<file path="src/flash_led_cfg_pkg.sv">
// Package: register map, field layout, reset values and timing for the LED config bank
package flash_led_cfg_pkg;

  // Register offsets
  localparam logic [7:0] OFS_LOW_SUPPLY   = 8'h04;
  localparam logic [7:0] OFS_INDICATOR    = 8'h05;
  localparam logic [7:0] OFS_FIRST_FLASH  = 8'h06;
  localparam logic [7:0] OFS_SECOND_FLASH = 8'h07;
  localparam logic [7:0] OFS_FIRST_MASK   = 8'h08;
  localparam logic [7:0] OFS_SECOND_MASK  = 8'h09;
  localparam logic [7:0] OFS_APPLIED      = 8'h0a;
  localparam logic [7:0] OFS_LOWEST       = 8'h0b;

  // Reset values
  localparam logic [7:0] RST_LOW_SUPPLY   = 8'hf4;  // threshold 111, shutdown 1, limit 0100
  localparam logic [7:0] RST_INDICATOR    = 8'h14;  // thermal 0, ramp 001, pass 01, duty 00
  localparam logic [7:0] RST_LEVEL        = 8'h33;
  localparam logic [7:0] RST_REPORT       = 8'h00;

  // Field codes
  localparam logic [2:0] THRESH_OFF       = 3'h7;
  localparam logic [3:0] LIMIT_OFF        = 4'hc;
  localparam logic [3:0] LIMIT_KNEE       = 4'h8;
  localparam logic [1:0] MODE_STANDBY     = 2'h0;
  localparam logic [1:0] MODE_INDICATOR   = 2'h1;
  localparam logic [1:0] MODE_ASSIST      = 2'h2;
  localparam logic [1:0] MODE_FLASH       = 2'h3;

  // Analog scales (millivolt / milliamp / degrees C)
  localparam int THRESH_BASE_MV   = 3000;
  localparam int THRESH_STEP_MV   = 100;
  localparam int LIMIT_BASE_MA    = 1660;
  localparam int LIMIT_STEP1_MA   = 330;
  localparam int LIMIT_KNEE_MA    = 4300;
  localparam int LIMIT_STEP2_MA   = 400;
  localparam int PASS_BASE_MV     = 300;
  localparam int PASS_STEP_MV     = 150;
  localparam int HOT_REDUCE_C     = 130;
  localparam int HOT_SHUTDOWN_C   = 150;

  // Timing
  localparam int CLK_MHZ          = 250;
  localparam int RAMP_MAX_US      = 8;
  localparam int CYCLES_PER_US    = CLK_MHZ;
  localparam int PWM_FREQ_HZ      = 31500;
  localparam int PWM_SLOT_CYCLES  = (CLK_MHZ * 1000000) / (PWM_FREQ_HZ * 16);
  localparam int DUTY_BASE        = 2;

  // Register write request
  typedef struct packed {
    logic       write;
    logic [7:0] addr;
    logic [7:0] data;
  } reg_req_s;

  // Environment measurements from the analog side
  typedef struct packed {
    logic [12:0] supplyMv;
    logic [7:0]  junctionC;
  } sense_s;

  // Per-LED current drive
  typedef struct packed {
    logic [7:0] first;
    logic [7:0] second;
  } drive_s;

  typedef enum logic [1:0] {
    RAMP_IDLE = 2'b00,
    RAMP_UP   = 2'b01,
    RAMP_HOLD = 2'b11,
    RAMP_OFF  = 2'b10
  } ramp_e;

  // Low-supply threshold in millivolts
  function automatic logic [12:0] threshMv(input logic [2:0] code);
    threshMv = 13'(THRESH_BASE_MV + THRESH_STEP_MV * int'(code));
  endfunction : threshMv

  // Ramp step hold in cycles: 8us at 000 down to 1us at 111
  function automatic logic [11:0] stepCycles(input logic [2:0] code);
    stepCycles = 12'((RAMP_MAX_US - int'(code)) * CYCLES_PER_US);
  endfunction : stepCycles

endpackage : flash_led_cfg_pkg

</file>
<file path="src/flash_led_config_regs.sv">
// Configuration and status register bank with flash current control
module flash_led_config_regs
  import flash_led_cfg_pkg::*;
(
  input  wire logic        sys_clk,
  input  wire logic        rst,
  input  wire reg_req_s    regReq,       // Write strobe, address, data
  output logic      [7:0]  regRdata,     // Read data for regReq.addr
  input  wire logic [1:0]  operatingMode, // Mode field from mode register
  input  wire logic        flashTrigger, // Level: flash pulse active
  input  wire logic        transmitIn,   // Transmit mask input
  input  wire sense_s      sense,        // Supply and temperature
  input  wire logic [12:0] inputCurrentMa, // Measured input current
  input  wire logic [9:0]  headroomMv,   // Output minus input voltage
  output drive_s           ledDrive,     // Per-LED current codes
  output logic             inputLimitHit, // Input current over limit
  output logic             passMode,     // Headroom under pass threshold
  output logic             indicatorPwm, // Indicator PWM waveform
  output logic             hotShutdown   // Thermal shutdown asserted
);

  logic [7:0] lowSupplyReg;   // Threshold, shutdown, input limit
  logic [7:0] indicatorReg;   // Thermal, ramp, pass, duty
  drive_s     flashLevel;     // Flash level codes
  drive_s     maskedLevel;    // Transmit-masked level codes
  logic [7:0] appliedLevel;   // Reported applied level
  logic [7:0] lowestLevel;    // Reported lowest reduced level
  ramp_e      rampState;      // Ramp state
  logic [7:0] rampLevel;      // Ramp multiplier out of 255
  logic [11:0] stepCount;     // Step hold counter
  logic       reduced;        // Reduction happened this flash
  logic [8:0] pwmDiv;         // PWM slot divider, slot is 496 cycles
  logic [3:0] pwmSlot;        // PWM slot within period

  logic        supplyLow;
  logic        hotReduce;
  logic [7:0]  firstTarget;
  logic [7:0]  secondTarget;
  logic [12:0] limitMa;
  logic        inFlash;

  // Field views
  wire logic [2:0] lowSupplyThreshold  = lowSupplyReg[7:5];
  wire logic       lowSupplyShutdown   = lowSupplyReg[4];
  wire logic [3:0] inputCurrentLimit   = lowSupplyReg[3:0];
  wire logic       adaptiveThermal     = indicatorReg[7];
  wire logic [2:0] rampStepTime        = indicatorReg[6:4];
  wire logic [1:0] passModeThreshold   = indicatorReg[3:2];
  wire logic [1:0] indicatorDuty       = indicatorReg[1:0];

  // Flash mode decode
  assign inFlash = (operatingMode == MODE_FLASH) && flashTrigger;

  // Supply comparison against programmed threshold
  always_comb
  begin
    supplyLow = (lowSupplyThreshold != THRESH_OFF) &&
                (sense.supplyMv < threshMv(lowSupplyThreshold));
  end

  // Input current limit decode
  always_comb
  begin
    if (inputCurrentLimit <= LIMIT_KNEE)
      limitMa = 13'(LIMIT_BASE_MA + LIMIT_STEP1_MA * int'(inputCurrentLimit));
    else
      limitMa = 13'(LIMIT_KNEE_MA + LIMIT_STEP2_MA * (int'(inputCurrentLimit) - 8));
    inputLimitHit = (inputCurrentLimit < LIMIT_OFF) &&
                    (inputCurrentMa > limitMa);
  end

  // Pass mode threshold compare
  always_comb
  begin
    passMode = int'(headroomMv) <
               (PASS_BASE_MV + PASS_STEP_MV * int'(passModeThreshold));
  end

  // Thermal handling
  always_comb
  begin
    hotReduce   = adaptiveThermal && (int'(sense.junctionC) > HOT_REDUCE_C);
    hotShutdown = !adaptiveThermal && (int'(sense.junctionC) > HOT_SHUTDOWN_C);
  end

  // Target level choice: masked under transmit, thermal or low start
  always_comb
  begin
    if (transmitIn || hotReduce || (rampState == RAMP_HOLD))
    begin
      firstTarget  = maskedLevel.first;
      secondTarget = maskedLevel.second;
    end
    else
    begin
      firstTarget  = flashLevel.first;
      secondTarget = flashLevel.second;
    end
  end

  // Host writes; report registers are not writable
  always_ff @(posedge sys_clk or posedge rst)
  begin
    if (rst)
    begin
      lowSupplyReg <= RST_LOW_SUPPLY;
      indicatorReg <= RST_INDICATOR;
      flashLevel   <= '{RST_LEVEL, RST_LEVEL};
      maskedLevel  <= '{RST_LEVEL, RST_LEVEL};
    end
    else if (regReq.write)
    begin
      unique case (regReq.addr)
        OFS_LOW_SUPPLY:   lowSupplyReg       <= regReq.data;
        OFS_INDICATOR:    indicatorReg       <= regReq.data;
        OFS_FIRST_FLASH:  flashLevel.first   <= regReq.data;
        OFS_SECOND_FLASH: flashLevel.second  <= regReq.data;
        OFS_FIRST_MASK:   maskedLevel.first  <= regReq.data;
        OFS_SECOND_MASK:  maskedLevel.second <= regReq.data;
        default:          ; // Reports and unmapped ignored
      endcase
    end
  end

  // Read mux
  always_comb
  begin
    unique case (regReq.addr)
      OFS_LOW_SUPPLY:   regRdata = lowSupplyReg;
      OFS_INDICATOR:    regRdata = indicatorReg;
      OFS_FIRST_FLASH:  regRdata = flashLevel.first;
      OFS_SECOND_FLASH: regRdata = flashLevel.second;
      OFS_FIRST_MASK:   regRdata = maskedLevel.first;
      OFS_SECOND_MASK:  regRdata = maskedLevel.second;
      OFS_APPLIED:      regRdata = appliedLevel;
      OFS_LOWEST:       regRdata = lowestLevel;
      default:          regRdata = 8'h00;
    endcase
  end

  // Ramp state machine with step timing and low-supply handling
  always_ff @(posedge sys_clk or posedge rst)
  begin
    if (rst)
    begin
      rampState <= RAMP_IDLE;
      rampLevel <= 8'h00;
      stepCount <= 12'h000;
    end
    else if (!inFlash || hotShutdown)
    begin
      rampState <= RAMP_IDLE;
      rampLevel <= 8'h00;
      stepCount <= 12'h000;
    end
    else
    begin
      unique case (rampState)
        RAMP_IDLE:
        begin
          stepCount <= stepCycles(rampStepTime);
          if (supplyLow && lowSupplyShutdown)
            rampState <= RAMP_OFF;   // Stay disabled
          else if (supplyLow)
            rampState <= RAMP_HOLD;  // Go to masked level
          else
            rampState <= RAMP_UP;
        end
        RAMP_UP:
        begin
          if (supplyLow)
            stepCount <= stepCount; // Ramping halted
          else if (stepCount != 12'h000)
            stepCount <= stepCount - 12'h001; // Hold each step
          else if (rampLevel != 8'hff)
          begin
            rampLevel <= rampLevel + 8'h01;
            stepCount <= stepCycles(rampStepTime);
          end
        end
        RAMP_HOLD:
        begin
          rampLevel <= 8'hff;
        end
        RAMP_OFF:
        begin
          rampLevel <= 8'h00;
        end
      endcase
    end
  end

  // Output current: ramp fraction of target, then reduction in flash
  always_ff @(posedge sys_clk or posedge rst)
  begin
    if (rst)
    begin
      ledDrive     <= '{8'h00, 8'h00};
      appliedLevel <= RST_REPORT;
      lowestLevel  <= RST_REPORT;
      reduced      <= 1'b0;
    end
    else if (!inFlash || hotShutdown)
    begin
      ledDrive <= '{8'h00, 8'h00};
      reduced  <= 1'b0;
    end
    else if (supplyLow && (rampState == RAMP_UP) && (rampLevel == 8'hff))
    begin
      // Step current down until supply recovers
      ledDrive.first  <= (ledDrive.first  != 8'h00) ? ledDrive.first  - 8'h01 : 8'h00;
      ledDrive.second <= (ledDrive.second != 8'h00) ? ledDrive.second - 8'h01 : 8'h00;
      if (!reduced || (ledDrive.first < lowestLevel))
        lowestLevel <= ledDrive.first;
      reduced      <= 1'b1;
      appliedLevel <= ledDrive.first;
    end
    else if (!reduced || !supplyLow)
    begin
      ledDrive.first  <= 8'((16'(firstTarget)  * 16'(rampLevel)) / 16'd255);
      ledDrive.second <= 8'((16'(secondTarget) * 16'(rampLevel)) / 16'd255);
      appliedLevel    <= ledDrive.first;
    end
  end

  // Indicator PWM: 16 slots per 31.5kHz period
  always_ff @(posedge sys_clk or posedge rst)
  begin
    if (rst)
    begin
      pwmDiv       <= 9'h000;
      pwmSlot      <= 4'h0;
      indicatorPwm <= 1'b0;
    end
    else
    begin
      // Slot length exceeds 8 bits, so the divider is 9 bits wide
      if (pwmDiv == 9'(PWM_SLOT_CYCLES - 1))
      begin
        pwmDiv  <= 9'h000;
        pwmSlot <= pwmSlot + 4'h1;
      end
      else
        pwmDiv <= pwmDiv + 9'h001;
      indicatorPwm <= (operatingMode == MODE_INDICATOR) &&
                      (int'(pwmSlot) < DUTY_BASE + int'(indicatorDuty));
    end
  end

endmodule : flash_led_config_regs

</file>
<file path="config.mk">
export PLATFORM = sky130hd
export DESIGN_NAME = flash_led_config_regs
export DESIGN_NICKNAME = d
export VERILOG_FILES = /design/src/flash_led_cfg_pkg.sv /design/src/flash_led_config_regs.sv
export SDC_FILE = /design/constraint.sdc
export NUM_CORES = 1
export LEC_CHECK = 0
export ABC_AREA = 1
export BUFFER_PORTS_ARGS = -buffer_cell sky130_fd_sc_hd__buf_2
export CAP_MARGIN = 20
export CELL_PAD_IN_SITES_DETAIL_PLACEMENT = 0
export CELL_PAD_IN_SITES_GLOBAL_PLACEMENT = 2
export CORE_MARGIN = 8
export CORE_UTILIZATION = 36
export DETAILED_ROUTE_END_ITERATION = 10
export MAX_ROUTING_LAYER = met4
export PLACE_DENSITY = 0.89
export SYNTH_ARGS = -nofsm -noshare
export SYNTH_HDL_FRONTEND = slang
export SYNTH_SLANG_ARGS = --single-unit
</file>
<file path="constraint.sdc">
create_clock -name sys_clk -period 11.2 [get_ports sys_clk]
set_input_delay 0.56 -clock sys_clk [delete_from_list [all_inputs] [get_ports sys_clk]]
set_output_delay 0.56 -clock sys_clk [all_outputs]
set_load 0.03 [all_outputs]
</file>
======== Word level (Yosys, flattened, before mapping) ========
Cells that the tools add are included.
cells by class
  $mul .................................... 7
  divide/modulo/power cells ............... 2
  bitwise operators ....................... 1
  reductions and logical operators ........ 38
  order comparisons ....................... 9
  mux-type cells .......................... 28
  equal/unequal tests ..................... 21
  add/sub/neg operators ................... 13
operator list
  cell                      count
  $mux W8                   10
  $pmux W8 S8               1
  $mux W12                  4
  $mux W16                  3
  $div A16 B8 Y16 const B   2
  $eq A8 B3 Y1 const B      4
  $eq A8 B4 Y1 const B      4
  $mul A8 B8 Y16            2
  $pmux W12 S2              1
  $pmux W8 S3               1
  $gt A8 B8 Y1 const B      2
  $reduce_bool A8 Y1        2
  $sub A8 B1 Y8 const B     2
  $reduce_and A2 Y1         7
  $add A11 B13 Y13 const A  1
  $add A12 B10 Y13 const A  1
  $add A13 B13 Y13 const A  1
  $gt A13 B13 Y1            1
  $lt A13 B13 Y1            1
  $mux W13                  1
  $mul A8 B4 Y12 const A    1
  $ne A3 B3 Y1 const B      4
  $reduce_bool A12 Y1       1
  $sub A12 B1 Y12 const B   1
  35 further kinds          61
word-level totals
  flip-flop bits (word level) ............. 117
  output and inout port bits .............. 28
  input port bits ......................... 67

======== Logic depth before layout (Yosys ltp) ========
  depth after elaboration ................. 10
  gate-level depth with buffers ........... 81
  mapped depth without buffers ............ 79

======== Worst setup path before layout ========
OpenSTA, ideal clock, no wires.
  path type ............................... input port to flip-flop
  start ................................... input port sense[5] (netlist bit)
  end ..................................... register ledDrive[8] (netlist bit)
  buffers on the path ..................... 3
  slack ................................... 1.926 ns
  cell stages on the path ................. 63
  data arrival time ....................... 9.152 ns
  path through ............................ nor2_1 -> nand2_1 -> o21bai_1 -> nand2_1 -> clkbuf_1 -> clkbuf_1 -> o21a_1 -> inv_1 -> nor2_1 -> fa_1 -> fa_1 -> fa_1 -> inv_1 -> fa_1 -> inv_1 -> ha_1 -> nand2_1 -> inv_2 -> (+27 left out) -> nand2_1 -> nand2_2 -> nand2_1 -> nor2_2 -> nand2_4 -> nand2_8 -> nand2_1 -> and2_1 -> ha_1 -> nand3_2 -> nor2_2 -> a21oi_4 -> nand2_4 -> nand2_1 -> nand3_1 -> o21bai_1 -> nand2_1 -> a21oi_2
between the ends
  longest elaborated chain between the ends .. 10
ends and longest elaborated chain
  item                             line                          RTL
  from (decl)                      flash_led_config_regs.sv:12   input wire sense_s sense,
  $gt A8 B8 Y1                     flash_led_config_regs.sv:82   hotReduce = adaptiveThermal && (int'(sense.junctionC) > HOT_REDUCE_C);
  $logic_and A1 B1 Y1              flash_led_config_regs.sv:82
  $logic_or A1 B1 Y1 (2 in a row)  flash_led_config_regs.sv:89   if (transmitIn || hotReduce || (rampState == RAMP_HOLD))
  $mux W8                          flash_led_config_regs.sv:89
  $mul A8 B8 Y16                   flash_led_config_regs.sv:220  ledDrive.first <= 8'((16'(firstTarget) * 16'(rampLevel)) / 16'd255);
  $div A16 B8 Y16                  flash_led_config_regs.sv:220
  $mux W16                         flash_led_config_regs.sv:218  else if (!reduced || !supplyLow)
  $mux W16                         flash_led_config_regs.sv:208  else if (supplyLow && (rampState == RAMP_UP) && (rampLevel == 8'hff))
  $mux W16                         flash_led_config_regs.sv:203  else if (!inFlash || hotShutdown)
  to (signal assigned)             flash_led_config_regs.sv:198  ledDrive <= '{8'h00, 8'h00};
  to (signal assigned)             flash_led_config_regs.sv:205  ledDrive <= '{8'h00, 8'h00};
  to (decl)                        flash_led_config_regs.sv:15   output drive_s ledDrive,
Several ways; a longest one is shown, not always the timed one. The select of a mux whose other input is x is not followed.
A chain may end at the register's enable or synchronous reset.

======== Worst setup path after layout ========
Ends and elaborated chain as after synthesis.

==> metrics.md <==
| Metric | Value |
|---|---|
| First-iteration detailed-routing DRC count | `911` |
| Effective utilization at floorplan | `0.3617` |
| Die Y | `234.3 um` |
| Synthesized area per cell | `6.716 um2` |
| Number of instances in the synthesized netlist | `2,555` |
| Residual DRC count | `0` |
| Antenna viol nets, final | `0` |
| Number of enable flip-flop cells after synthesis | `0` |
| Kind of start point of the critical path | `input port` |
| Leading cell type by number of instances after synthesis | `sky130_fd_sc_hd__nand2_1` |
| Overall die width | `234.3 um` |
| Final hold violation count | `0` |
| Commonest cells post-synth | `630 x sky130_fd_sc_hd__nand2_1, 442 x sky130_fd_sc_hd__inv_1, 275 x sky130_fd_sc_hd__nor2_1, 175 x sky130_fd_sc_hd__ha_1, 145 x sky130_fd_sc_hd__nand3_1` |
| DP Wirelength | `39,110 um` |
| Final total negative setup slack | `0 ps` |
| Root Buffer | `sky130_fd_sc_hd__clkbuf_16` |
| Sequential-to-total area share from yosys stat | `0.1723` |
| Count of warnings emitted by yosys | `0` |
| Final Net Count | `2,992` |
| Largest fanout of any net on the critical path | `26` |
| Outcome | `complete, no violations` |
| Achievable frequency | `98.01 MHz` |
| Global-route wire length before repair | `80,510 um` |
| Largest area contributor in the netlist | `sky130_fd_sc_hd__nand2_1` |
| Hold buffers post-CTS | `0` |
| Maximum number of pins on one net before global-route repair | `61` |
| Number of buffers on the longest clock path | `2` |
| Worst slew pin tran | `961.5 ps` |
| Number of clock sinks | `117` |
| Total power divided by cell area | `66.69 nW/um2` |
| Number of nets in the synthesized netlist | `2,875` |
| Tcrit/Tclk final | `0.9110` |
| Arrival time at the worst endpoint | `10,550 ps` |
| Slowest cell on the critical path | `sky130_fd_sc_hd__fa_1` |
| Setup repair after global routing missed its margin | `false` |
| Time the final worst path needs with I/O delays and setup | `10,200 ps` |
| Total core area | `47,450 um2` |
| Total number of placement rows | `80` |
| Count of antenna diodes in the layout | `0` |
| Kind of end point of the critical path | `register` |
| Post-synthesis cell area | `17,160 um2` |
| Post-cts gate resize count | `0` |
| Residual overflow from global routing | `0` |
| Area growth from synthesis to final layout | `11.51%` |
| Share of synthesized flip-flops with an asynchronous set or reset | `1.000` |
| Headroom to the max-slew limit | `0.3560` |
| All-Layer GR Usage | `0.1817` |
| Setup repair bufs after CTS | `0` |
| Number of library cell types mapped by synthesis | `63` |
| Mean number of vias per cell | `4.955` |
| IO buf count | `91` |
| Via count of the first global-routing pass | `16,380` |
| Detailed-route via count | `16,350` |
| Proportion of layout cells with a drive suffix above 1 | `0.1385` |
| Static Leak | `10.17 nW` |
| CP Data Required Time | `11,550 ps` |
| Largest cells by area after synthesis | `sky130_fd_sc_hd__nand2_1 14%, sky130_fd_sc_hd__dfrtp_1 14%, sky130_fd_sc_hd__ha_1 13%` |
| DR WL/cell | `14.23 um` |
| Number of antenna violations at the first check in global routing | `0` |
| Worst-skew pair later-pin latency | `430 ps` |
| CTS H-tree lvls | `4` |
| Routability cong. | `0.8740` |
| Hold slack final | `267.8 ps` |
| Final wirelength | `46,970 um` |
| Detailed-router iteration count before antenna repair | `5` |
| Slew Viols, Final | `0` |
| Setup Crit Path Kind | `input port to register` |
| Floorplan die area | `54,910 um2` |
| Most common cell on crit path | `sky130_fd_sc_hd__nand2_1` |
| Most used DFF post-synth | `sky130_fd_sc_hd__dfrtp_1` |
| Worst hold path class | `input port to async pin` |
| Area fraction of the dominant cell type after synthesis | `0.1378` |
| Number of buffers created by CTS | `17` |
| TritonCTS clock tree | `yes` |
| Clock edge transition at the registers on the reported setup and hold paths | `70 ps` |
| Delay contributed by the slowest stage of the critical path | `550 ps` |
| Final setup violation count | `0` |
| Count of max-cap constraint violations | `0` |
| Maximum vdd ir drop | `0.0001132 V` |
| Boundary pin count | `95` |
| #FFs+latches synth | `117` |
| Layout Skew | `12.52 ps` |
==> flip-flops by register name, summed over array words and instances, names as in the netlist <==
name          cells
ledDrive         16
lowSupplyReg      8
indicatorReg      8
reduced           1
rampLevel         8
rampState         2
flashLevel       16
maskedLevel      16
pwmSlot           4
stepCount        12
appliedLevel      8
pwmDiv            9
indicatorPwm      1
lowestLevel       8
==> report_power, final <==
| part | total (mW) | leakage, nW | internal [mW] | switching [mW] |
|---|---|---|---|---|
| Sequential | 0.449 | 1.53 | 0.437 | 0.0119 |
| Combinational | 0.273 | 8.36 | 0.103 | 0.170 |
| Clock | 0.554 | 0.282 | 0.336 | 0.218 |
==> stage by stage <==
step                power, mW    util  std cells  cell area [um2]  worst slack (ps)
CTS                     1.287  0.4033       3300            19130              1040
detailed placement     0.7301  0.3909       3268            18550             650.2
global placement       0.7251  0.3909       3268            18550             779.4
finish                  1.276  0.4033       3300            19130             996.4
floorplan              0.6500       -       2555            17160              1926
global route            1.348  0.4033       3300            19130             14.76
==> per-layer routing <==
layer | part of all wire | track usage
met4 | 0.018 | 0.04495
met3 | 0.032 | 0.01657
met1 | 0.48 | 0.2344
met5 | 0 | -
met2 | 0.48 | 0.3053
==> worst max-delay path, delay by kind of cell <==
family                   cells  cell delay [ps]
adder cells (fa/ha/maj)      6             2620
AND/OR/NAND/NOR             44             4790
buffers and inverters        7              900
XOR/XNOR                     1              230
AO/OA/AOI/OAI                7             1410
==> worst paths after layout <==
path	depth (start not counted)	startpoint	end	slack [ps]
setup / recovery	65	sense[5]	ledDrive[8]	1000
hold / removal	2	rst	ledDrive[1]	270
setup reg to reg	62	rampState[1]	ledDrive[8]	1080
hold reg to reg	1	pwmSlot[3]	pwmSlot[3]	470
max in group asynchronous	3	rst	flashLevel[3]	9620
min in group sys_clk	3	operatingMode[0]	indicatorPwm	380
==> cell usage in the layout, fill, tap and decap left out, types with 8 or more instances in the layout <==
cell type and instances:
sky130_fd_sc_hd__nand4_1 35, sky130_fd_sc_hd__nor2_1 274, sky130_fd_sc_hd__nand2_1 630, sky130_fd_sc_hd__nor2_2 24, sky130_fd_sc_hd__nand3_2 16, sky130_fd_sc_hd__dfstp_2 23, sky130_fd_sc_hd__nor2_4 10, sky130_fd_sc_hd__fa_1 78
sky130_fd_sc_hd__nor3_1 27, sky130_fd_sc_hd__inv_2 18, sky130_fd_sc_hd__o21ai_0 138, sky130_fd_sc_hd__xnor2_1 16, sky130_fd_sc_hd__buf_2 91, sky130_fd_sc_hd__a22oi_1 14, sky130_fd_sc_hd__xor2_1 44, sky130_fd_sc_hd__nand3_1 145
sky130_fd_sc_hd__a21oi_1 76, sky130_fd_sc_hd__clkbuf_16 17, sky130_fd_sc_hd__o21a_1 20, sky130_fd_sc_hd__nand2_2 50, sky130_fd_sc_hd__dfrtp_1 94, sky130_fd_sc_hd__buf_4 39, sky130_fd_sc_hd__nand2_4 23, sky130_fd_sc_hd__o21ai_1 18
sky130_fd_sc_hd__inv_1 441, sky130_fd_sc_hd__o22ai_1 17, sky130_fd_sc_hd__a221oi_1 11, sky130_fd_sc_hd__ha_1 175, sky130_fd_sc_hd__nand3_4 8
==> final cells by class <==
class	instances	area, um2
inverter	465	1755
fill	5135	28310
clock inverter	12	141.4
multi-input combinational	1941	12320
clock buffer	20	446.7
timing repair buffer	130	748.2
tap	615	769.5
sequential	117	2957
==> cells by family after synthesis <==
group                      Yosys count  share of synthesized area
xor gates and xnor gates            62                    0.03252
and+or+nand+nor                   1273                     0.3437
DFF                                117                     0.1723
adders and majority gates          253                     0.2186
AOI/OAI and AO/OA                  353                     0.1227
buffers and inverters              497                     0.1101
(Power assumes the default switching activity.)
